--- src/core/pcrb_consts.vh ---
// Command codes, table indices, reset values and field positions
// for the power bus command register bank.
// Included by the bank; holds definitions only.
`ifndef PCRB_CONSTS_VH
`define PCRB_CONSTS_VH

// Command codes
`define PCRB_C_RUN 8'h01
`define PCRB_C_SRC 8'h02
`define PCRB_C_WIPE 8'h03
`define PCRB_C_LOCK 8'h10
`define PCRB_C_STORE 8'h15
`define PCRB_C_RESTORE 8'h16
`define PCRB_C_FEAT 8'h19
`define PCRB_C_MASK 8'h1B
`define PCRB_C_TGT 8'h21
`define PCRB_C_TRIM 8'h22
`define PCRB_C_CEIL 8'h24
`define PCRB_C_MHI 8'h25
`define PCRB_C_MLO 8'h26
`define PCRB_C_SLEW 8'h27
`define PCRB_C_SCALE 8'h29
`define PCRB_C_FREQ 8'h33
`define PCRB_C_VON 8'h35
`define PCRB_C_VOFF 8'h36
`define PCRB_C_ICAL 8'h39
`define PCRB_C_OVF 8'h40
`define PCRB_C_OVA 8'h41
`define PCRB_C_OVW 8'h42
`define PCRB_C_UVW 8'h43
`define PCRB_C_UVF 8'h44

// Table indices
`define PCRB_I_RUN 5'h00
`define PCRB_I_SRC 5'h01
`define PCRB_I_LOCK 5'h02
`define PCRB_I_MASK 5'h03
`define PCRB_I_TGT 5'h04
`define PCRB_I_TRIM 5'h05
`define PCRB_I_CEIL 5'h06
`define PCRB_I_MHI 5'h07
`define PCRB_I_MLO 5'h08
`define PCRB_I_SLEW 5'h09
`define PCRB_I_SCALE 5'h0A
`define PCRB_I_FREQ 5'h0B
`define PCRB_I_VON 5'h0C
`define PCRB_I_VOFF 5'h0D
`define PCRB_I_ICAL 5'h0E
`define PCRB_I_OVF 5'h0F
`define PCRB_I_OVA 5'h10
`define PCRB_I_OVW 5'h11
`define PCRB_I_UVW 5'h12
`define PCRB_I_UVF 5'h13
`define PCRB_I_NONE 5'h1F
`define PCRB_NREG 20

// Transaction kinds
`define PCRB_K_SEND 3'h0
`define PCRB_K_WRB 3'h1
`define PCRB_K_WRW 3'h2
`define PCRB_K_RDB 3'h3
`define PCRB_K_RDW 3'h4
`define PCRB_K_PCALL 3'h5

// Reset values
`define PCRB_D_RUN 16'h0000
`define PCRB_D_SRC 16'h0000
`define PCRB_D_LOCK 16'h0000
`define PCRB_D_MASK 16'h0000
`define PCRB_D_TGT 16'h00C8
`define PCRB_D_TRIM 16'h0000
`define PCRB_D_CEIL 16'h0190
`define PCRB_D_MHI 16'h00D2
`define PCRB_D_MLO 16'h00BE
`define PCRB_D_SLEW 16'hE001
`define PCRB_D_SCALE 16'hE808
`define PCRB_D_FREQ 16'h03D2
`define PCRB_D_VON 16'hF810
`define PCRB_D_VOFF 16'hF80E
`define PCRB_D_ICAL 16'hF000
`define PCRB_D_OVF 16'h00D2
`define PCRB_D_OVA 16'h0080
`define PCRB_D_OVW 16'h01E8
`define PCRB_D_UVW 16'h00E7
`define PCRB_D_UVF 16'h00E6
`define PCRB_FEATURE 8'hB0

// Field values
`define PCRB_OVA_SHUT 8'h80
`define PCRB_LOCK_ALL 8'h80
`define PCRB_LOCK_RUN 8'h40
`define PCRB_LOCK_CFG 8'h20
`define PCRB_EXP_M4 5'h1C
`define PCRB_EXP_M3 5'h1D
`define PCRB_EXP_M2 5'h1E
`define PCRB_EXP_M1 5'h1F
`define PCRB_EXP_0 5'h00
`define PCRB_EXP_1 5'h01
`define PCRB_FREQ_MIN 11'd504
`define PCRB_FREQ_MAX 11'd1500

// Status bit positions
`define PCRB_S_CML 0
`define PCRB_S_OVF 1
`define PCRB_S_OVW 2
`define PCRB_S_UVW 3
`define PCRB_S_UVF 4
`define PCRB_S_BADX 5
`define PCRB_S_UNSUP 6
`define PCRB_NSTAT 7

`endif

--- src/core/pcrb_bank.v ---
// Command decode and configuration store of the power bus target.
// Assumes framing (address, PEC, group command) is done upstream and each
// command arrives as one decoded request with its kind and data.
`timescale 1ns/1ps
`include "pcrb_consts.vh"

//Contract
// Send-byte 03h clears every latched fault status bit.
// Send-byte 15h copies current user configuration into the OTP store.
// Send-byte 16h reloads user configuration from the OTP store.
// Read-byte 19h returns a value with upper nibble 1011.
// Byte 01h turns conversion on/off and selects nominal or margins.
// Byte 02h selects which of enable pin and command start the unit.
// Byte 10h decides which other bus writes are accepted.
// Word 1Bh mask, written by word, read by process call, gates alert.
// Word 21h sets output target, default 1 V.
// Word 22h trims the output target, default zero.
// Word 24h clamps the effective target, default 2 V.
// Words 25h/26h are margin targets used when margining is selected.
// Word 27h slew rate, default 0.0625 mV/us, exponents 0 to -4.
// Word 29h loop scale, only 1, 0.5, 0.25, 0.125 at exponent -3.
// Word 33h switching frequency 504 to 1500 kHz, default 978.
// Word 35h start threshold, 0.5 V steps, default 8.0 V.
// Word 36h stop threshold, 0.5 V steps, default 7.0 V.
// Word 39h current offset, 0.25 A steps, default 0 A.
// Word 40h over-voltage fault level, default 2.102 V.
// Byte 41h over-voltage response, 00h ignore, 80h shut down.
// Words 42h/43h high and low warning levels, 3.9 mV steps.
// Low warning raised when sensed output drops below 43h level; the code raises it only while running_reg is set.
// Fault clear accepted as send-byte with or without PEC.
// Group command writes are accepted like ordinary writes.
// Linear words with disallowed exponent are rejected and flagged.
// Reads of unsupported codes return no data and flag a fault.
module pcrb_bank (
  input wire clk_i, // 100 MHz clock
  input wire rst_i, // Synchronous reset, active high
  input wire ce_i, // Clock enable, freezes all state when low
  input wire req_i, // One-cycle command strobe
  input wire [7:0] code_i, // Command code
  input wire [2:0] kind_i, // Transaction kind
  input wire [15:0] wdata_i, // Write data, bytes in low half
  input wire en_pin_i, // Enable pin level
  input wire [10:0] vin_i, // Input voltage, 0.5 V per count
  input wire [15:0] ovp_sense_i, // Output sense, over-voltage fault units
  input wire [15:0] vsense_i, // Output sense, 3.9 mV per count
  output reg rd_valid_o, // Read answer strobe
  output reg rd_err_o, // Read refused, with rd_valid_o
  output reg [15:0] rd_data_o, // Read data
  output reg otp_burn_o, // Pulse while the OTP store is written
  output reg conv_on_o, // Power conversion enabled
  output reg [15:0] target_o, // Effective output target
  output reg [6:0] status_o, // Latched fault and warning bits
  output reg alert_o // Unmasked status present
);

  localparam ST_IDLE = 2'b01;
  localparam ST_EXEC = 2'b10;

  reg [15:0] cfg_reg [0:`PCRB_NREG-1];
  reg [15:0] otp_reg [0:`PCRB_NREG-1];
  reg [1:0] state_reg;
  reg [7:0] code_reg;
  reg [2:0] kind_reg;
  reg [15:0] wdata_reg;
  reg running_reg;
  reg vin_ok_reg;
  reg ov_trip_reg;
  reg [6:0] stat_next;
  reg [16:0] sum_next;
  reg [15:0] tgt_next;
  reg on_next;
  integer i;

  function [4:0] idx_of;
    input [7:0] code;
    begin
      case (code)
        `PCRB_C_RUN: idx_of = `PCRB_I_RUN;
        `PCRB_C_SRC: idx_of = `PCRB_I_SRC;
        `PCRB_C_LOCK: idx_of = `PCRB_I_LOCK;
        `PCRB_C_MASK: idx_of = `PCRB_I_MASK;
        `PCRB_C_TGT: idx_of = `PCRB_I_TGT;
        `PCRB_C_TRIM: idx_of = `PCRB_I_TRIM;
        `PCRB_C_CEIL: idx_of = `PCRB_I_CEIL;
        `PCRB_C_MHI: idx_of = `PCRB_I_MHI;
        `PCRB_C_MLO: idx_of = `PCRB_I_MLO;
        `PCRB_C_SLEW: idx_of = `PCRB_I_SLEW;
        `PCRB_C_SCALE: idx_of = `PCRB_I_SCALE;
        `PCRB_C_FREQ: idx_of = `PCRB_I_FREQ;
        `PCRB_C_VON: idx_of = `PCRB_I_VON;
        `PCRB_C_VOFF: idx_of = `PCRB_I_VOFF;
        `PCRB_C_ICAL: idx_of = `PCRB_I_ICAL;
        `PCRB_C_OVF: idx_of = `PCRB_I_OVF;
        `PCRB_C_OVA: idx_of = `PCRB_I_OVA;
        `PCRB_C_OVW: idx_of = `PCRB_I_OVW;
        `PCRB_C_UVW: idx_of = `PCRB_I_UVW;
        `PCRB_C_UVF: idx_of = `PCRB_I_UVF;
        default: idx_of = `PCRB_I_NONE;
      endcase
    end
  endfunction

  function [15:0] def_of;
    input [4:0] idx;
    begin
      case (idx)
        `PCRB_I_RUN: def_of = `PCRB_D_RUN;
        `PCRB_I_SRC: def_of = `PCRB_D_SRC;
        `PCRB_I_LOCK: def_of = `PCRB_D_LOCK;
        `PCRB_I_MASK: def_of = `PCRB_D_MASK;
        `PCRB_I_TGT: def_of = `PCRB_D_TGT;
        `PCRB_I_TRIM: def_of = `PCRB_D_TRIM;
        `PCRB_I_CEIL: def_of = `PCRB_D_CEIL;
        `PCRB_I_MHI: def_of = `PCRB_D_MHI;
        `PCRB_I_MLO: def_of = `PCRB_D_MLO;
        `PCRB_I_SLEW: def_of = `PCRB_D_SLEW;
        `PCRB_I_SCALE: def_of = `PCRB_D_SCALE;
        `PCRB_I_FREQ: def_of = `PCRB_D_FREQ;
        `PCRB_I_VON: def_of = `PCRB_D_VON;
        `PCRB_I_VOFF: def_of = `PCRB_D_VOFF;
        `PCRB_I_ICAL: def_of = `PCRB_D_ICAL;
        `PCRB_I_OVF: def_of = `PCRB_D_OVF;
        `PCRB_I_OVA: def_of = `PCRB_D_OVA;
        `PCRB_I_OVW: def_of = `PCRB_D_OVW;
        `PCRB_I_UVW: def_of = `PCRB_D_UVW;
        `PCRB_I_UVF: def_of = `PCRB_D_UVF;
        default: def_of = 16'h0000;
      endcase
    end
  endfunction

  // Byte-sized entries; everything else stored is a word
  function is_byte;
    input [4:0] idx;
    begin
      is_byte = (idx == `PCRB_I_RUN) || (idx == `PCRB_I_SRC) ||
        (idx == `PCRB_I_LOCK) || (idx == `PCRB_I_OVA);
    end
  endfunction

  // exponent check on linear words
  function data_ok;
    input [4:0] idx;
    input [15:0] d;
    reg [4:0] ex;
    reg [10:0] mt;
    begin
      ex = d[15:11];
      mt = d[10:0];
      case (idx)
        // exponents 0..-4
        `PCRB_I_SLEW: data_ok = (ex == `PCRB_EXP_0) ||
          (ex >= `PCRB_EXP_M4);
        // scale values
        `PCRB_I_SCALE: data_ok = (ex == `PCRB_EXP_M3) &&
          ((mt == 11'd1) || (mt == 11'd2) || (mt == 11'd4) ||
           (mt == 11'd8));
        // frequency range
        `PCRB_I_FREQ: data_ok = ((ex == `PCRB_EXP_0) &&
          (mt >= `PCRB_FREQ_MIN) && (mt <= `PCRB_FREQ_MAX)) ||
          ((ex == `PCRB_EXP_1) && ({mt[9:0], 1'b0} >= `PCRB_FREQ_MIN) &&
          ({mt[9:0], 1'b0} <= `PCRB_FREQ_MAX) && !mt[10]);
        // half-volt steps
        `PCRB_I_VON, `PCRB_I_VOFF: data_ok = (ex == `PCRB_EXP_M1);
        // quarter-amp steps
        `PCRB_I_ICAL: data_ok = (ex == `PCRB_EXP_M2);
        default: data_ok = 1'b1;
      endcase
    end
  endfunction

  // write lock levels
  function lock_ok;
    input [7:0] lock;
    input [7:0] code;
    begin
      if (code == `PCRB_C_LOCK) begin
        lock_ok = 1'b1;
      end else if (lock[7]) begin
        lock_ok = 1'b0;
      end else if (lock[6]) begin
        lock_ok = (code == `PCRB_C_RUN);
      end else if (lock[5]) begin
        lock_ok = (code == `PCRB_C_RUN) || (code == `PCRB_C_SRC) ||
          (code == `PCRB_C_TGT);
      end else begin
        lock_ok = 1'b1;
      end
    end
  endfunction

  wire [4:0] cur_idx = idx_of(code_reg);
  wire cur_known = (cur_idx != `PCRB_I_NONE);
  wire [7:0] run_b = cfg_reg[`PCRB_I_RUN][7:0];
  wire [7:0] src_b = cfg_reg[`PCRB_I_SRC][7:0];
  wire is_write = (kind_reg == `PCRB_K_WRB) || (kind_reg == `PCRB_K_WRW);
  wire is_read = (kind_reg == `PCRB_K_RDB) || (kind_reg == `PCRB_K_RDW) ||
    (kind_reg == `PCRB_K_PCALL);
  wire kind_fit = cur_known && (is_byte(cur_idx) ?
    (kind_reg == `PCRB_K_WRB) : (kind_reg == `PCRB_K_WRW));
  // mask is read only through the process call
  wire read_fit = (code_reg == `PCRB_C_FEAT) ?
    (kind_reg == `PCRB_K_RDB) :
    (cur_idx == `PCRB_I_MASK) ? (kind_reg == `PCRB_K_PCALL) :
    (cur_known && (is_byte(cur_idx) ? (kind_reg == `PCRB_K_RDB) :
    (kind_reg == `PCRB_K_RDW)));
  wire wr_take = (state_reg == ST_EXEC) && is_write && kind_fit &&
    lock_ok(cfg_reg[`PCRB_I_LOCK][7:0], code_reg) &&
    data_ok(cur_idx, wdata_reg);
  wire exe = (state_reg == ST_EXEC);
  // fault clear is a send-byte; PEC is checked upstream
  wire wipe = exe && (kind_reg == `PCRB_K_SEND) &&
    (code_reg == `PCRB_C_WIPE);
  wire store = exe && (kind_reg == `PCRB_K_SEND) &&
    (code_reg == `PCRB_C_STORE);
  wire restore = exe && (kind_reg == `PCRB_K_SEND) &&
    (code_reg == `PCRB_C_RESTORE);
  wire send_bad = exe && (kind_reg == `PCRB_K_SEND) && !wipe && !store &&
    !restore;
  wire wr_bad = exe && is_write && !wr_take;
  wire wr_badx = exe && is_write && kind_fit &&
    !data_ok(cur_idx, wdata_reg);
  wire rd_bad = exe && is_read && !read_fit;

  // Request capture: one command per two cycles, later strobes dropped
  always @(posedge clk_i) begin
    if (rst_i) begin
      state_reg <= ST_IDLE;
      code_reg <= 8'h00;
      kind_reg <= 3'h0;
      wdata_reg <= 16'h0000;
    end else if (ce_i) begin
      case (state_reg)
        ST_IDLE: begin
          if (req_i) begin
            code_reg <= code_i;
            kind_reg <= kind_i;
            wdata_reg <= wdata_i;
            state_reg <= ST_EXEC;
          end
        end
        ST_EXEC: state_reg <= ST_IDLE;
        default: state_reg <= ST_IDLE;
      endcase
    end
  end

  // Configuration table and its OTP copy
  always @(posedge clk_i) begin
    if (rst_i) begin
      for (i = 0; i < `PCRB_NREG; i = i + 1) begin
        cfg_reg[i] <= def_of(i[4:0]);
        otp_reg[i] <= def_of(i[4:0]);
      end
    end else if (ce_i) begin
      if (wr_take) begin
        // group writes arrive here one regulator at a time
        cfg_reg[cur_idx] <= is_byte(cur_idx) ? {8'h00, wdata_reg[7:0]} :
          wdata_reg;
      end else if (store) begin
        // burn user section
        for (i = 0; i < `PCRB_NREG; i = i + 1) begin
          otp_reg[i] <= cfg_reg[i];
        end
      end else if (restore) begin
        // reload user section
        for (i = 0; i < `PCRB_NREG; i = i + 1) begin
          cfg_reg[i] <= otp_reg[i];
        end
      end
    end
  end

  // Read answers
  always @(posedge clk_i) begin
    if (rst_i) begin
      rd_valid_o <= 1'b0;
      rd_err_o <= 1'b0;
      rd_data_o <= 16'h0000;
      otp_burn_o <= 1'b0;
    end else if (ce_i) begin
      rd_valid_o <= exe && is_read;
      rd_err_o <= rd_bad;
      otp_burn_o <= store;
      if (exe && is_read && read_fit) begin
        // feature byte
        if (code_reg == `PCRB_C_FEAT) begin
          rd_data_o <= {8'h00, `PCRB_FEATURE};
        end else begin
          rd_data_o <= cfg_reg[cur_idx];
        end
      end else if (exe && is_read) begin
        // no data for unsupported codes
        rd_data_o <= 16'h0000;
      end
    end
  end

  // Effective target: select, trim, clamp
  always @* begin
    // margin select
    case (run_b[5:4])
      2'b01: tgt_next = cfg_reg[`PCRB_I_MLO];
      2'b10: tgt_next = cfg_reg[`PCRB_I_MHI];
      // nominal target
      default: tgt_next = cfg_reg[`PCRB_I_TGT];
    endcase
    // signed trim added
    sum_next = {1'b0, tgt_next} +
      {cfg_reg[`PCRB_I_TRIM][15], cfg_reg[`PCRB_I_TRIM]};
    // Negative trim saturates at zero when the sign-extended sum goes negative, positive trim at FFFFh
    if (cfg_reg[`PCRB_I_TRIM][15] && sum_next[16]) begin
      tgt_next = 16'h0000;
    end else if (!cfg_reg[`PCRB_I_TRIM][15] && sum_next[16]) begin
      tgt_next = 16'hFFFF;
    end else begin
      tgt_next = sum_next[15:0];
    end
    // ceiling
    if (tgt_next > cfg_reg[`PCRB_I_CEIL]) begin
      tgt_next = cfg_reg[`PCRB_I_CEIL];
    end
    // start source
    if (!src_b[4]) begin
      on_next = 1'b1;
    end else begin
      // run bit
      on_next = (!src_b[3] || run_b[7]) &&
        (!src_b[2] || (en_pin_i == src_b[1]));
    end
  end

  // Status: set wins over the clear command
  always @* begin
    stat_next = status_o;
    // clear latched faults
    if (wipe) begin
      stat_next = {`PCRB_NSTAT{1'b0}};
    end
    if (wr_bad || send_bad || rd_bad) begin
      stat_next[`PCRB_S_CML] = 1'b1;
    end
    // bad exponent flag
    if (wr_badx) begin
      stat_next[`PCRB_S_BADX] = 1'b1;
    end
    // unsupported code flag
    if ((exe && !cur_known && (is_read || is_write) &&
        code_reg != `PCRB_C_FEAT) || send_bad) begin
      stat_next[`PCRB_S_UNSUP] = 1'b1;
    end
    // over-voltage fault
    if (ovp_sense_i > cfg_reg[`PCRB_I_OVF]) begin
      stat_next[`PCRB_S_OVF] = 1'b1;
    end
    // high warning
    if (vsense_i > cfg_reg[`PCRB_I_OVW]) begin
      stat_next[`PCRB_S_OVW] = 1'b1;
    end
    // low warning
    if (running_reg && (vsense_i < cfg_reg[`PCRB_I_UVW])) begin
      stat_next[`PCRB_S_UVW] = 1'b1;
    end
    if (running_reg && (vsense_i < cfg_reg[`PCRB_I_UVF])) begin
      stat_next[`PCRB_S_UVF] = 1'b1;
    end
  end

  // Conversion control and outputs
  always @(posedge clk_i) begin
    if (rst_i) begin
      running_reg <= 1'b0;
      vin_ok_reg <= 1'b0;
      ov_trip_reg <= 1'b0;
      conv_on_o <= 1'b0;
      target_o <= 16'h0000;
      status_o <= {`PCRB_NSTAT{1'b0}};
      alert_o <= 1'b0;
    end else if (ce_i) begin
      // input hysteresis on half-volt mantissas
      if (vin_i >= cfg_reg[`PCRB_I_VON][10:0]) begin
        vin_ok_reg <= 1'b1;
      end else if (vin_i < cfg_reg[`PCRB_I_VOFF][10:0]) begin
        vin_ok_reg <= 1'b0;
      end
      // shutdown response latches until faults are wiped
      if (wipe) begin
        ov_trip_reg <= 1'b0;
      end
      if ((cfg_reg[`PCRB_I_OVA][7:0] == `PCRB_OVA_SHUT) &&
          (ovp_sense_i > cfg_reg[`PCRB_I_OVF])) begin
        ov_trip_reg <= 1'b1;
      end
      running_reg <= on_next && vin_ok_reg && !ov_trip_reg;
      conv_on_o <= on_next && vin_ok_reg && !ov_trip_reg;
      target_o <= tgt_next;
      status_o <= stat_next;
      // mask gates the alert
      alert_o <= |(stat_next & ~cfg_reg[`PCRB_I_MASK][`PCRB_NSTAT-1:0]);
    end
  end

endmodule // pcrb_bank

--- config.mk ---
export PLATFORM = sky130hd
export DESIGN_NAME = pcrb_bank
export DESIGN_NICKNAME = d
export VERILOG_FILES = /design/src/core/pcrb_bank.v
export VERILOG_INCLUDE_DIRS = /design/src /design/src/core
export SDC_FILE = /design/constraint.sdc
export NUM_CORES = 2
export LEC_CHECK = 0
export BUFFER_PORTS_ARGS = -buffer_cell sky130_fd_sc_hd__buf_2
export CAP_MARGIN = 40
export CORE_ASPECT_RATIO = 0.5
export CORE_MARGIN = 4
export CORE_UTILIZATION = 35
export DETAILED_ROUTE_END_ITERATION = 6
export PLACE_DENSITY = 0.6
export SLEW_MARGIN = 20
export SYNTH_ARGS = -nofsm -noshare
export SYNTH_HDL_FRONTEND = slang
export SYNTH_SLANG_ARGS = --single-unit
--- constraint.sdc ---
create_clock -name clk_i -period 12.2 [get_ports clk_i]
set_input_delay 1.22 -clock clk_i [delete_from_list [all_inputs] [get_ports clk_i]]
set_output_delay 1.22 -clock clk_i [all_outputs]
set_load 0.05 [all_outputs]
==> flow_summary.json <==
{
  "status": "completed",
  "routabilityCongestion": 0.953,
  "worstRegToRegCells": 26,
  "preCtsSetupSlack_ns": 5.23,
  "hold_violations": 0,
  "syn_avg_cell_area_um2": 11.6,
  "antenna_found_initial": 7,
  "final_common_cell": "edfxtp_1",
  "fin_util": 0.403,
  "timing.fmax_ghz": 0.145,
  "fin_nets": 3408,
  "rsz0062_at_grt": "no",
  "p_leak_nw": 14.8,
  "cts_tree": "done",
  "powerDensity_nw_per_um2": 144,
  "synth_edf_count": 668,
  "drtIter0Drc": 3844,
  "worst-slew-pin-transition_ns": 1.18,
  "ys.flop_type": "edfxtp_1",
  "die-area_um2": 110000,
  "grt_pass1_vias": 27700,
  "start_kind": "flop",
  "rows": 83,
  "post_cts_resized": 0,
  "firstDrtPassIters": 6,
  "worstPathArrival_ns": 7.43,
  "endpoint": "target_o[3]$_SDFFE_PP0P_",
  "ctsHoldBuffers": 0,
  "pin_count": 119,
  "r2r_slack_ns": 5.33,
  "synth.cell_area_um2": 36600,
  "viasPerCell": 6.16,
  "drive_gt1_frac": 0.133,
  "finalPower_mw": 6.01,
  "async_flop_share": 0,
  "synthTopCellsByArea": "edfxtp_1 55%, a32o_1 4.2%, dfxtp_1 4.1%",
  "clk_latency_ns": 0.68,
  "die_h_um": 237,
  "timing.rr.end": "target_o[3]$_SDFFE_PP0P_",
  "largest_reg_flops": 348,
  "area_delta_synth_final_pct": 13.8,
  "worstSetupPathType": "flop to flop",
  "grt-ovfl-total": 0,
  "synth_top_area_frac": 0.549,
  "ys_types": 86,
  "finalSetupViolations": 0,
  "clock_path_buffers": 3,
  "dieWidth_um": 465,
  "drv_cap": 0,
  "dp_hpwl_mm": 90.0,
  "fin_crit_sh": 0.563,
  "skew_ns": 0.0322,
  "path_clk_slew_ns": 0.07,
  "grt_pass1_wl_mm": 199,
  "worstHoldPathType": "flop to flop",
  "num_vias": 28800,
  "placed_area_um2": 39100,
  "cp_max_fo": 20,
  "ctsHtreeMaxLevel": 3,
  "portBuffers": 118,
  "fin_area_um2": 41600,
  "synth_warnings": 0,
  "n_fill_cell": 9720,
  "cts_buffers": 73,
  "gr-usage-all-layers": 0.245,
  "routed_wl_mm": 139,
  "seq_area_frac_synth": 0.590,
  "netlist_instances": 3147,
  "start_util": 0.355,
  "timing.final.ws_setup_ns": 5.33,
  "required_ns": 12.75,
  "post_cts_buffers": 0,
  "finalSetupTns_ns": 0,
  "drc": 0,
  "wl_per_cell_um": 29.8,
  "coreArea_um2": 103000,
  "r2r-start": "cfg_reg[0][4]$_DFFE_PP_",
  "synth_top_area_cell": "edfxtp_1",
  "cp-startpoint": "cfg_reg[0][4]$_DFFE_PP_",
  "slew_violations": 0,
  "relSlewSlack": 0.214,
  "critPathCaptureType": "flop",
  "period_needed_ns": 6.87,
  "grt_max_degree": 176,
  "final_cell_mix": "668 x edfxtp_1, 270 x nand2_1, 202 x and2_1",
  "max-vdd-ir-drop_v": 0.000107,
  "cts-root-buf": "clkbuf_16",
  "ys_ff_latch": 743,
  "ant_nets": 0,
  "clkSinkCount": 743
}
==> where the power goes <==
part	switching (mW)	total, mW	internal [mW]
Clock	1.03	2.38	1.35
Sequential	0.0577	2.90	2.85
Combinational	0.534	0.725	0.191
Total	1.63	6.01	4.38
==> cell families (layout without fill, tap and decap cells) <==
logic type / Yosys count / after routing / synth area share
AO/OA/AOI/OAI: 792 / 792 / 0.164
adder cells (fa/ha/maj): 121 / 121 / 0.0414
flip-flops: 743 / 743 / 0.590
AND/OR/NAND/NOR: 1013 / 1013 / 0.143
buffers and inverters: 408 / 507 / 0.0428
XOR/XNOR: 14 / 14 / 0.00335
other: 1 / 29 / 0.000103
multiplexers: 55 / 55 / 0.0157
==> synth_stat cells, types with 14 or more instances <==
master	instances
dfxtp_1	75
mux2_2	20
nor4_1	39
o22ai_1	27
a32o_1	154
o32a_1	34
o2111ai_1	18
a32oi_1	16
o21a_1	22
inv_1	145
o211ai_1	24
or3_1	53
a211oi_1	14
or2_2	25
a21o_1	22
nor2b_1	17
nand4_1	22
buf_2	22
clkbuf_1	225
nand2_1	273
nand2b_1	20
and3_1	20
a221oi_1	19
ha_1	117
nor3_1	106
and2_1	202
a31oi_1	36
a22oi_1	21
a21oi_1	129
nand3_1	47
mux2i_1	35
a22o_1	34
edfxtp_1	668
nor2_1	145
o21ai_0	111
a31o_2	18
==> worst min path at each step <==
stage	from	endpoint	cells past startpoint
2_1_floorplan	wdata_reg[2]$_SDFFE_PP0P_	cfg_reg[31][2]$_DFFE_PP_	0
3_3_place_gp	otp_burn_o$_SDFFE_PP0P_	otp_burn_o$_SDFFE_PP0P_	2
3_5_place_dp	rd_valid_o$_SDFFE_PP0P_	rd_valid_o$_SDFFE_PP0P_	2
4_1_cts	rd_valid_o$_SDFFE_PP0P_	rd_valid_o$_SDFFE_PP0P_	2
5_1_grt	rd_valid_o$_SDFFE_PP0P_	rd_valid_o$_SDFFE_PP0P_	2
6_report	rd_valid_o$_SDFFE_PP0P_	rd_valid_o$_SDFFE_PP0P_	2
==> layer usage <==
metal | share of wire | wire length [µm] | global-route usage
met5 | 0.00028 | 39 | 0
met4 | 0.053 | 7340 | 0.115
met3 | 0.12 | 16200 | 0.0694
met2 | 0.43 | 59700 | 0.362
met1 | 0.40 | 56200 | 0.332
==> stage by stage <==
stage,hold WS [ns],cells
after floorplan,0.406,3174
after global placement,0.448,4518
after detailed placement,0.459,4538
after CTS,0.469,4671
after global routing,0.487,4675
final,0.472,4676
==> worst max-delay path: stages (launching register included) <==
cell and delay (ns):
edfxtp_1 0.38, inv_1 0.07, ha_1 0.46, buf_6 0.24
a221oi_1 0.22, a21oi_1 0.09, ha_1 0.22, inv_1 0.08
fa_1 0.21, nor2b_1 0.07, o31a_1 0.28, o31ai_1 0.33
a31oi_1 0.21, a211oi_1 0.49, nor2_1 0.25, maj3_1 0.41
ha_1 0.32, a21o_1 0.18, a211o_1 0.28, a21oi_1 0.12
o21ai_0 0.16, o2bb2ai_1 0.60, nor2_1 0.22, buf_4 0.23
nor2_1 0.20, o21ai_0 0.13, a311oi_1 0.28
==> cell type report <==
| class | instances | area [µm²] | area share |
|---|---|---|---|
| Antenna cell | 1 | 2.50 | 0.0000601 |
| Clock buffer | 93 | 1990 | 0.0477 |
| Clock inverter | 40 | 434 | 0.0104 |
| Inverter | 147 | 552 | 0.0133 |
| Multi-Input combinational cell | 2023 | 13700 | 0.330 |
| Sequential cell | 743 | 21600 | 0.518 |
| Tap cell | 1402 | 1750 | 0.0422 |
| Timing Repair Buffer | 227 | 1600 | 0.0386 |
No activity file was read; power rests on OpenSTA's default activity.
